## config.mk

```make
export PLATFORM = sky130hd
export DESIGN_NAME = gtb_timer
export DESIGN_NICKNAME = d
export VERILOG_FILES = /design/src/verilog/gtb_pkg.sv /design/src/verilog/gtb_sec_div.sv /design/src/verilog/gtb_status.sv /design/src/verilog/gtb_timer.sv
export SDC_FILE = /design/constraint.sdc
export NUM_CORES = 1
export LEC_CHECK = 0
export ABC_AREA = 1
export BUFFER_PORTS_ARGS = -buffer_cell sky130_fd_sc_hd__buf_2
export CAP_MARGIN = 30
export CORE_UTILIZATION = 35
export DETAILED_ROUTE_END_ITERATION = 10
export GPL_ROUTABILITY_DRIVEN = 0
export GPL_TIMING_DRIVEN = 0
export HOLD_SLACK_MARGIN = 0.15
export PLACE_DENSITY_LB_ADDON = 0.25
export SLEW_MARGIN = 20
export SYNTH_ARGS = -nofsm -noshare
export SYNTH_HDL_FRONTEND = slang
export SYNTH_HIERARCHICAL = 1
export SYNTH_SLANG_ARGS = --single-unit
```

## constraint.sdc

```tcl
create_clock -name clk_i -period 4.65 [get_ports clk_i]
set_input_delay 0.2325 -clock clk_i [delete_from_list [all_inputs] [get_ports clk_i]]
set_output_delay 0.2325 -clock clk_i [all_outputs]
set_load 0.01 [all_outputs]
```

## src/verilog/gtb_pkg.sv

```systemverilog
// Purpose: shared constants and types for the dual half timer block
// Assumes: one 200 MHz clock, plain control ports, no register bus
// Notes: status vector positions are used by the top and the status module
package gtb_pkg;
    // configuration codes
    localparam logic [2:0] CFG_32_TIMER = 3'h0;
    localparam logic [2:0] CFG_32_SEC = 3'h1;
    localparam logic [2:0] CFG_16_SPLIT = 3'h4;
    localparam logic [2:0] CFG_RST = 3'h0;
    // half mode field codes
    localparam logic [1:0] MODE_ONE_SHOT = 2'h1;
    localparam logic [1:0] MODE_PERIODIC = 2'h2;
    localparam logic [1:0] MODE_RST = 2'h0;
    // reset values, seconds entry and wrap values
    localparam logic [15:0] CNT_RST = 16'hFFFF;
    localparam logic [15:0] LOAD_RST = 16'hFFFF;
    localparam logic [7:0] PRESC_RST = 8'h00;
    localparam logic [31:0] MATCH_RST = 32'h0000_0000;
    localparam logic [31:0] SEC_START = 32'h0000_0001;
    localparam logic [31:0] SEC_WRAP = 32'h0000_0000;
    // status bit positions
    localparam int ST_FIRST_TIMEOUT = 0;
    localparam int ST_SECOND_TIMEOUT = 1;
    localparam int ST_SECONDS_MATCH = 2;
    localparam int ST_WIDTH = 3;
    // seconds divider: 32.768 KHz reference edges per 1 Hz tick
    localparam int SEC_DIV = 32768;
    localparam int SEC_DIV_W = 15;
    localparam logic [SEC_DIV_W-1:0] SEC_DIV_LAST = 15'h7FFF;

    // control register fields
    typedef struct packed {
        logic seconds_counter_enable;
        logic second_debug_freeze;
        logic first_debug_freeze;
        logic second_run_bit;
        logic first_run_bit;
    } gtb_ctl_t;
    localparam gtb_ctl_t CTL_RST = '{default: 1'b0};
endpackage

```

## src/verilog/gtb_sec_div.sv

```systemverilog
// Purpose: divide the 32.768 KHz reference on the capture pin to a 1 Hz tick
// Assumes: reference is synchronous to clk_i and well below half its rate
// Notes: divider restarts whenever it is disabled
`timescale 1ns/10ps
module gtb_sec_div (
    // clock and reset
    input wire logic clk_i,
    input wire logic reset_i,
    // control and reference
    input wire logic enable_i,
    input wire logic ref_i,
    // one-cycle tick per second
    output logic tick_o
);
    import gtb_pkg::*;

    logic ref_last;
    logic [SEC_DIV_W-1:0] edge_cnt;
    logic ref_rise;

    assign ref_rise = ref_i & ~ref_last;

    // count reference rising edges, pulse on the last one of each second
    always_ff @(posedge clk_i or posedge reset_i) begin
        if (reset_i) begin
            ref_last <= 1'b0;
            edge_cnt <= '0;
            tick_o <= 1'b0;
        end else begin
            ref_last <= ref_i;
            tick_o <= 1'b0;
            if (!enable_i) begin
                edge_cnt <= '0;
            end else if (ref_rise) begin
                if (edge_cnt == SEC_DIV_LAST) begin
                    edge_cnt <= '0;
                    tick_o <= 1'b1; // see RQ14
                end else begin
                    edge_cnt <= edge_cnt + 1'b1;
                end
            end
        end
    end
endmodule

```

## src/verilog/gtb_status.sv

```systemverilog
// Purpose: raw and masked status flags with one combined interrupt
// Assumes: set and clear are one-cycle pulses in the clk_i domain
// Notes: a set in the same cycle as its clear wins
`timescale 1ns/10ps
module gtb_status (
    // clock and reset
    input wire logic clk_i,
    input wire logic reset_i,
    // events and software clear
    input wire logic [gtb_pkg::ST_WIDTH-1:0] set_i,
    input wire logic [gtb_pkg::ST_WIDTH-1:0] clear_i,
    input wire logic [gtb_pkg::ST_WIDTH-1:0] mask_i,
    // flags
    output logic [gtb_pkg::ST_WIDTH-1:0] raw_o,
    output logic [gtb_pkg::ST_WIDTH-1:0] masked_o,
    output logic irq_o
);
    import gtb_pkg::*;

    logic [ST_WIDTH-1:0] next_raw;

    // per flag: hold until a one is written to its clear bit
    for (genvar i = 0; i < ST_WIDTH; i++) begin : g_flag
        assign next_raw[i] = set_i[i] | (raw_o[i] & ~clear_i[i]); // see RQ23
        always_ff @(posedge clk_i or posedge reset_i) begin
            if (reset_i) begin
                raw_o[i] <= 1'b0;
                masked_o[i] <= 1'b0;
            end else begin
                raw_o[i] <= next_raw[i]; // see RQ10 see RQ16 see RQ21
                masked_o[i] <= next_raw[i] & mask_i[i]; // see RQ24
            end
        end
    end

    // interrupt registered from the same next values so it tracks masked_o exactly
    always_ff @(posedge clk_i or posedge reset_i) begin
        if (reset_i) begin
            irq_o <= 1'b0;
        end else begin
            irq_o <= |(next_raw & mask_i); // see RQ24
        end
    end
endmodule

```

## src/verilog/gtb_timer.sv

```systemverilog
// Purpose: two 16-bit halves usable as one 32-bit timer, a seconds counter or two timers
// Assumes: all control inputs are synchronous one-cycle write strobes with data
// Notes: count outputs come straight from the counter flops
// Behaviour
// RQ1: after reset the block is idle and control state takes its defaults
// RQ2: both counters and both interval loads reset to all ones
// RQ3: both prescale counters and prescale settings reset to zero
// RQ4: config 0 is chained 32-bit timer, config 1 is chained seconds counter
// RQ5: config 4 splits into two independent 16-bit timers
// RQ6: in 32-bit configs a first load write fills both loads, low then high
// RQ7: in 32-bit configs the first count reads second count above first count
// RQ8: chained 32-bit timer counts down, one-shot or periodic from first mode only
// RQ9: run bit starts countdown; reload after zero; one-shot stops and clears run
// RQ10: 32-bit time-out sets sticky raw flag, and masked flag when unmasked
// RQ11: a load write while running takes effect the next cycle
// RQ12: with freeze set the timer holds its count during a debug halt
// RQ13: seconds counter counts up, starting at one on first entry
// RQ14: a 32.768 KHz reference on the capture pin is divided to 1 Hz
// RQ15: seconds counter wraps to zero on match and runs until disabled
// RQ16: seconds match sets raw flag, masked flag and interrupt until cleared
// RQ17: with seconds enable set the freeze bits have no effect
// RQ18: split halves are 16-bit down-counters with optional 8-bit prescaler
// RQ19: prescale p makes each count step last p+1 clocks
// RQ20: a half reloads count and prescale after zero; one-shot clears its run bit
// RQ21: a half time-out sets its sticky raw flag and masked flag when unmasked
// RQ22: mode field 1 is one-shot and 2 is periodic
// RQ23: writing one to a clear bit drops raw and masked flags, zero leaves them
// RQ24: masked flag is raw and mask, interrupt is the or of masked flags
`timescale 1ns/10ps
module gtb_timer (
    // clock and reset
    input wire logic clk_i,
    input wire logic reset_i,
    // configuration and modes
    input wire logic cfg_wr_i,
    input wire logic [2:0] cfg_data_i,
    input wire logic [1:0] mode_wr_i,
    input wire logic [1:0] mode_data_i,
    // interval loads, prescale and match
    input wire logic [1:0] load_wr_i,
    input wire logic [31:0] load_data_i,
    input wire logic [1:0] presc_wr_i,
    input wire logic [7:0] presc_data_i,
    input wire logic match_wr_i,
    input wire logic [31:0] match_data_i,
    // control, mask and clear
    input wire logic ctl_wr_i,
    input wire gtb_pkg::gtb_ctl_t ctl_data_i,
    input wire logic [gtb_pkg::ST_WIDTH-1:0] mask_i,
    input wire logic clear_wr_i,
    input wire logic [gtb_pkg::ST_WIDTH-1:0] clear_data_i,
    // debug and reference pin
    input wire logic debug_halt_i,
    input wire logic capture_compare_pin_i,
    // readback
    output logic [31:0] first_count_value_o,
    output logic [15:0] second_count_value_o,
    output gtb_pkg::gtb_ctl_t control_o,
    // status
    output logic [gtb_pkg::ST_WIDTH-1:0] raw_status_o,
    output logic [gtb_pkg::ST_WIDTH-1:0] masked_status_o,
    output logic irq_o
);
    import gtb_pkg::*;

    logic [2:0] block_configuration;
    logic [1:0] half_mode_reg [2];
    logic [15:0] half_interval_load [2];
    logic [7:0] half_prescale [2];
    logic [7:0] presc_cnt [2];
    logic [15:0] cnt [2];
    logic [31:0] first_match_value;
    gtb_ctl_t ctl;
    logic seconds_seen;
    logic sec_tick;
    logic [31:0] cnt32;
    logic mode32;
    logic mode_sec;
    logic mode16;
    logic [1:0] run;
    logic [1:0] stall;
    logic [1:0] step16;
    logic sec_entry;
    logic [ST_WIDTH-1:0] event_set;
    logic [ST_WIDTH-1:0] event_clear;
    logic oneshot_done_32;
    logic [1:0] oneshot_done_16;

    // decode of the configuration and the run conditions
    assign cnt32 = {cnt[1], cnt[0]};
    assign mode32 = (block_configuration == CFG_32_TIMER); // see RQ4
    assign mode_sec = (block_configuration == CFG_32_SEC); // see RQ4
    assign mode16 = (block_configuration == CFG_16_SPLIT); // see RQ5
    assign run = {ctl.second_run_bit, ctl.first_run_bit};
    // freeze is ignored entirely once the seconds counter is enabled
    assign stall[0] = ctl.first_debug_freeze & debug_halt_i & ~ctl.seconds_counter_enable; // see RQ12 see RQ17
    assign stall[1] = ctl.second_debug_freeze & debug_halt_i & ~ctl.seconds_counter_enable; // see RQ17
    assign sec_entry = cfg_wr_i && (cfg_data_i == CFG_32_SEC) && !seconds_seen;

    // a half steps when its prescale counter has run out
    for (genvar h = 0; h < 2; h++) begin : g_step
        assign step16[h] = mode16 && run[h] && !stall[h] && (presc_cnt[h] == PRESC_RST); // see RQ19
        assign oneshot_done_16[h] = step16[h] && (cnt[h] == 16'h0000)
            && (half_mode_reg[h] != MODE_PERIODIC); // see RQ22
    end
    // the second half's mode is never looked at when chained
    assign oneshot_done_32 = mode32 && run[0] && !stall[0] && (cnt32 == 32'h0000_0000)
        && (half_mode_reg[0] != MODE_PERIODIC); // see RQ8

    // time-out and match events
    assign event_set[ST_FIRST_TIMEOUT] = (mode32 && run[0] && !stall[0] && cnt32 == 32'h0000_0000)
        || (step16[0] && cnt[0] == 16'h0000); // see RQ10 see RQ21
    assign event_set[ST_SECOND_TIMEOUT] = step16[1] && (cnt[1] == 16'h0000); // see RQ21
    assign event_set[ST_SECONDS_MATCH] = mode_sec && run[0] && sec_tick
        && (cnt32 == first_match_value); // see RQ16
    assign event_clear = clear_wr_i ? clear_data_i : '0; // see RQ23

    // configuration, mode and match registers
    always_ff @(posedge clk_i or posedge reset_i) begin
        if (reset_i) begin
            block_configuration <= CFG_RST; // see RQ1
            half_mode_reg[0] <= MODE_RST;
            half_mode_reg[1] <= MODE_RST;
            first_match_value <= MATCH_RST;
            seconds_seen <= 1'b0;
        end else begin
            if (cfg_wr_i) begin
                block_configuration <= cfg_data_i;
            end
            if (sec_entry) begin
                seconds_seen <= 1'b1;
            end
            for (int h = 0; h < 2; h++) begin
                if (mode_wr_i[h]) begin
                    half_mode_reg[h] <= mode_data_i;
                end
            end
            if (match_wr_i) begin
                first_match_value <= match_data_i;
            end
        end
    end

    // interval load and prescale settings
    always_ff @(posedge clk_i or posedge reset_i) begin
        if (reset_i) begin
            for (int h = 0; h < 2; h++) begin
                half_interval_load[h] <= LOAD_RST; // see RQ2
                half_prescale[h] <= PRESC_RST; // see RQ3
            end
        end else begin
            if (load_wr_i[0] && !mode16) begin
                half_interval_load[0] <= load_data_i[15:0]; // see RQ6
                half_interval_load[1] <= load_data_i[31:16];
            end else begin
                for (int h = 0; h < 2; h++) begin
                    if (load_wr_i[h]) begin
                        half_interval_load[h] <= load_data_i[15:0];
                    end
                end
            end
            for (int h = 0; h < 2; h++) begin
                if (presc_wr_i[h]) begin
                    half_prescale[h] <= presc_data_i;
                end
            end
        end
    end

    // control register: hardware clears run bits when a one-shot ends
    always_ff @(posedge clk_i or posedge reset_i) begin
        if (reset_i) begin
            ctl <= CTL_RST; // see RQ1
        end else if (ctl_wr_i) begin
            ctl <= ctl_data_i;
        end else begin
            if (oneshot_done_32 || oneshot_done_16[0]) begin
                ctl.first_run_bit <= 1'b0; // see RQ9 see RQ20
            end
            if (oneshot_done_16[1]) begin
                ctl.second_run_bit <= 1'b0; // see RQ20
            end
        end
    end

    // counters; later statements override earlier ones, load writes last
    always_ff @(posedge clk_i or posedge reset_i) begin
        if (reset_i) begin
            for (int h = 0; h < 2; h++) begin
                cnt[h] <= CNT_RST; // see RQ2
                presc_cnt[h] <= PRESC_RST; // see RQ3
            end
        end else begin
            for (int h = 0; h < 2; h++) begin
                if (mode16 && run[h] && !stall[h]) begin
                    if (presc_cnt[h] != PRESC_RST) begin
                        presc_cnt[h] <= presc_cnt[h] - 8'h01; // see RQ19
                    end else begin
                        presc_cnt[h] <= half_prescale[h]; // see RQ20
                        cnt[h] <= (cnt[h] == 16'h0000) ? half_interval_load[h]
                            : cnt[h] - 16'h0001; // see RQ18 see RQ20
                    end
                end
            end
            if (mode32 && run[0] && !stall[0]) begin
                {cnt[1], cnt[0]} <= (cnt32 == 32'h0000_0000)
                    ? {half_interval_load[1], half_interval_load[0]}
                    : cnt32 - 32'h0000_0001; // see RQ8 see RQ9
            end
            if (mode_sec && run[0] && sec_tick) begin
                {cnt[1], cnt[0]} <= (cnt32 == first_match_value) ? SEC_WRAP
                    : cnt32 + 32'h0000_0001; // see RQ13 see RQ15
            end
            if (sec_entry) begin
                {cnt[1], cnt[0]} <= SEC_START; // see RQ13
            end
            // a new interval replaces the running count one cycle later
            if (load_wr_i[0] && !mode16) begin
                {cnt[1], cnt[0]} <= load_data_i; // see RQ11
            end else begin
                for (int h = 0; h < 2; h++) begin
                    if (load_wr_i[h] && mode16) begin
                        cnt[h] <= load_data_i[15:0]; // see RQ11
                    end
                end
            end
        end
    end

    // readback straight from the counter and control flops
    assign first_count_value_o = cnt32; // see RQ7
    assign second_count_value_o = cnt[1];
    assign control_o = ctl;

    // seconds reference divider runs only while the seconds counter runs
    gtb_sec_div u_sec_div (
        .clk_i(clk_i),
        .reset_i(reset_i),
        .enable_i(mode_sec && run[0]),
        .ref_i(capture_compare_pin_i),
        .tick_o(sec_tick)
    );

    // sticky status flags and interrupt
    gtb_status u_status (
        .clk_i(clk_i),
        .reset_i(reset_i),
        .set_i(event_set),
        .clear_i(event_clear),
        .mask_i(mask_i),
        .raw_o(raw_status_o),
        .masked_o(masked_status_o),
        .irq_o(irq_o)
    );
endmodule
```

==> impl_metrics.tcl <==
set metrics [dict create \
    synth_area_leaders "dfrtp_1, dfstp_2, nand2_1" \
    min_to "half_interval_load[4]" \
    wl_mm 39.3 \
    setup_viol 0 \
    cts_hold_buf 105 \
    clock_path_buffers 2 \
    p_comb_frac 0.355 \
    vias_per_cell 5.02 \
    area_delta_synth_final_pct 26.3 \
    die_h_um 183 \
    cpPeakStageDelay_ps 390 \
    maxClockFrequency_mhz 351 \
    ys.flop_type "dfrtp_1" \
    worst_pin_slew_ps 794 \
    drtPass1Iterations 8 \
    p_leak_uw 0.00701 \
    fin_cells 2336 \
    ys_seq_area_frac 0.366 \
    cts-htree-levels 4 \
    outcome "finished clean" \
    synth_edf_count 0 \
    wire_per_inst_um 16.8 \
    start_util 0.360 \
    synth_top_area_cell "dfrtp_1" \
    worstPathArrival_ps 3220 \
    p_int_uw 3160 \
    synth_top_area_share 0.220 \
    synth-xor-area-share 0.0328 \
    worstRegToRegCells 12 \
    dp.cells 2194 \
    synth.avg_cell_area_um2 7.19 \
    finalHoldViolCount 0 \
    synth_fa_ha_area_frac 0.0109 \
    hold_start "load_data_i[20]" \
    vias 11716 \
    cts_buffers 17 \
    cts_setup_buffers 0 \
    cts.repair.resized 0 \
    overflow 0 \
    grt_use_total 0.241 \
    pwr-share-seq 0.369 \
    place_area_mm2 0.0129 \
    core_area_mm2 0.0320 \
    tns_ps 0 \
    start_kind "flop" \
    portBuffers 159 \
    relSlewSlack 0.466 \
    swShare 0.395 \
    synth_compound_area_frac 0.138 \
    synthDistinctLibCells 55 \
    clkTransAtPathRegs_ps 80 \
    cts_tree "done" \
    grt_max_degree 82 \
    r2r_slack_ps 1800 \
    synth_mux_area_frac 0.0112 \
    synth_top_family_by_area "simple AND/OR/NAND/NOR gates" \
    ios 162 \
    grt_pass1_wl_mm 62.4 \
    critPathMaxFanout 10 \
    fin_crit_sh 0.612 \
    end_kind "flop" \
    hp-class "in2reg" \
    crit_type "reg2reg" \
    grt_pass1_vias 11192 \
    crit_chain "inv_1 -> nor2_1 -> nand2_1 -> nor2_1 -> nand2_1 -> nand2_1 -> inv_1 -> nand3_2 -> buf_6 -> o211ai_1 -> a31oi_1 -> nor2_1" \
    synth_nets 1711 \
    synth-simple-area-share 0.316 \
    rows 65 \
    slew_viol_final 0 \
    largestRegisters "first_match_value x32, half_interval_load x32" \
    fillers 3246 \
    reg2reg_to "second_count_value_o[7]" \
    die_area_mm2 0.0336 \
    drtIter0Drc 1028 \
    die_w_um 183 \
    p_sw_uw 2060 \
    yosys_register_bits 165 \
    final_nets 1995 \
    rsz0062_at_grt "no" \
    clk_latency_ps 460 \
    regToRegStartpoint "control_o[0]" \
    maxCapViolations 0 \
    dpl.hpwl_mm 29.6 \
    powerDensity_mw_per_mm2 360 \
    finClkSkew_ps 12.1 \
    slowest_stage "nor2_1" \
    pwr-share-clk 0.276 \
    layout_min_cycle_time_ps 2850 \
    synthArstFlopShare 1.00 \
    antenna_left 0 \
    numClockSinks 165 \
    hold-worst-slack_ps 157 \
    synth_area_mm2 0.0115 \
    yosys_warnings 6 \
    whs_path_depth 5 \
    netlist_instances 1599 \
    cp.required_ps 5030 \
    ir_worst_vdd_mv 0.287 \
    design_area_mm2 0.0145 \
    cts_root_buf "clkbuf_16" \
    drc_errors 0 \
    antenna_found_initial 6 \
    drive_gt1_frac 0.233 \
]
per-stage QoR:
stage / total power, µW / setup WS (ps) / util
final: 5230 / 1800 / 0.454
after global placement: 3670 / -1390 / 0.401
after detailed placement: 3710 / 1850 / 0.403
after CTS: 5240 / 1860 / 0.454
after floorplan: 3140 / 742 / -
after global routing: 5560 / 1620 / 0.454
per-layer routing:
| layer | wire, µm | GRT usage | up-vias |
|---|---|---|---|
| met5 | 11 | 0 | - |
| met4 | 1020 | 0.0743 | 2 |
| met3 | 2840 | 0.0409 | 66 |
| met2 | 18200 | 0.392 | 496 |
| met1 | 17300 | 0.327 | 5449 |
| li1 | - | - | 5703 |
worst max path at each step:
| stage | end | slack (ps) | startpoint | cells past startpoint |
|---|---|---|---|---|
| 6_report | second_count_value_o[7] | 1800 | control_o[0] | 12 |
| 5_1_grt | second_count_value_o[8] | 1620 | control_o[0] | 11 |
| 4_1_cts | second_count_value_o[7] | 1860 | control_o[0] | 12 |
| 3_5_place_dp | second_count_value_o[7] | 1850 | control_o[0] | 12 |
| 3_3_place_gp | first_match_value[2] | -1390 | reset_i | 2 |
| 2_1_floorplan | block_configuration[0] | 740 | reset_i | 1 |
layout make-up:
class                   instances  area [µm²]  area share
flip-flops and latches        165        4210       0.290
inverters                     252         971      0.0669
clock buffers                  17         425      0.0293
repair buffers                265        1870       0.129
clock inverters                15         161      0.0111
well taps                     435         544      0.0375
diodes                          5        12.5    0.000862
multi-input cells            1107        5840       0.403
plain buffers                  75         475      0.0328
cell usage after synthesis, types with 2 or more instances:
master and instances:
nor2_2 33, nor2_4 14, nor3_2 4, nand3_2 11
o221ai_1 11, xnor2_1 7, buf_4 26, o21ai_1 14
nand4_1 40, inv_1 234, mux2i_1 5, ha_1 10
nand2_4 8, inv_4 2, nor2_1 142, buf_2 17
o21bai_1 2, nor3_1 18, a21oi_2 4, and2_1 3
nand2_2 19, nor3_4 2, a21o_1 2, or2_2 3
clkbuf_1 21, nand2_1 385, dfrtp_1 101, o22ai_1 2
mux2_2 7, dfstp_2 64, a31oi_1 19, o21ai_0 127
buf_6 10, inv_2 14, nor4_2 2, nand3_1 78
xor2_1 36, a21oi_1 48, o211ai_1 34, o31ai_1 2
o2111ai_1 3, nand3_4 2
cell usage in the layout (no fill, tap or decap), types with 4 or more instances in the layout:
| cell | synthesis | routed |
|---|---|---|
| dlygate4sd3_1 | 0 | 105 |
| nor3_1 | 18 | 18 |
| mux2_2 | 7 | 7 |
| nor2_2 | 33 | 33 |
| a31oi_1 | 19 | 19 |
| nand2_1 | 385 | 385 |
| buf_6 | 10 | 10 |
| a21oi_2 | 4 | 4 |
| inv_6 | 0 | 4 |
| clkbuf_16 | 0 | 17 |
| nand2_2 | 19 | 19 |
| o221ai_1 | 11 | 11 |
| inv_8 | 0 | 5 |
| buf_2 | 17 | 176 |
| nand4_1 | 40 | 40 |
| o211ai_1 | 34 | 34 |
| mux2i_1 | 5 | 5 |
| dfstp_2 | 64 | 64 |
| nand2_4 | 8 | 8 |
| nor3_2 | 4 | 4 |
| inv_2 | 14 | 14 |
| clkinv_8 | 1 | 4 |
| nor2_4 | 14 | 14 |
| xnor2_1 | 7 | 7 |
| nand3_2 | 11 | 11 |
| diode_2 | 0 | 5 |
| o21ai_1 | 14 | 14 |
| inv_1 | 234 | 233 |
| a21oi_1 | 48 | 48 |
| buf_4 | 26 | 26 |
| dfrtp_1 | 101 | 101 |
| xor2_1 | 36 | 36 |
| clkbuf_1 | 21 | 21 |
| ha_1 | 10 | 10 |
| nor2_1 | 142 | 142 |
| nand3_1 | 78 | 78 |
| o21ai_0 | 127 | 127 |
worst max-delay path: cells and delay by family (launching register included):
family	cells	cell delay, ps
simple gates	7	1480
buf+inv	3	450
compound gates	2	450
flops	1	380
power by group through the flow:
stage	Clock, µW	Combinational, µW	Sequential, µW
after detailed placement	0	1760	1950
after global routing	1530	2070	1960
after CTS	1470	1840	1930
final	1440	1860	1930
after floorplan	0	1220	1920
after global placement	0	1720	1950
logic make-up after synthesis:
group | Yosys count
flip-flops | 165
multiplexers | 12
XOR/XNOR | 43
adder cells (fa/ha/maj) | 10
AND/OR/NAND/NOR | 769
buffers and inverters | 327
AO/OA/AOI/OAI | 273
Power figures use the tool's default switching activity.
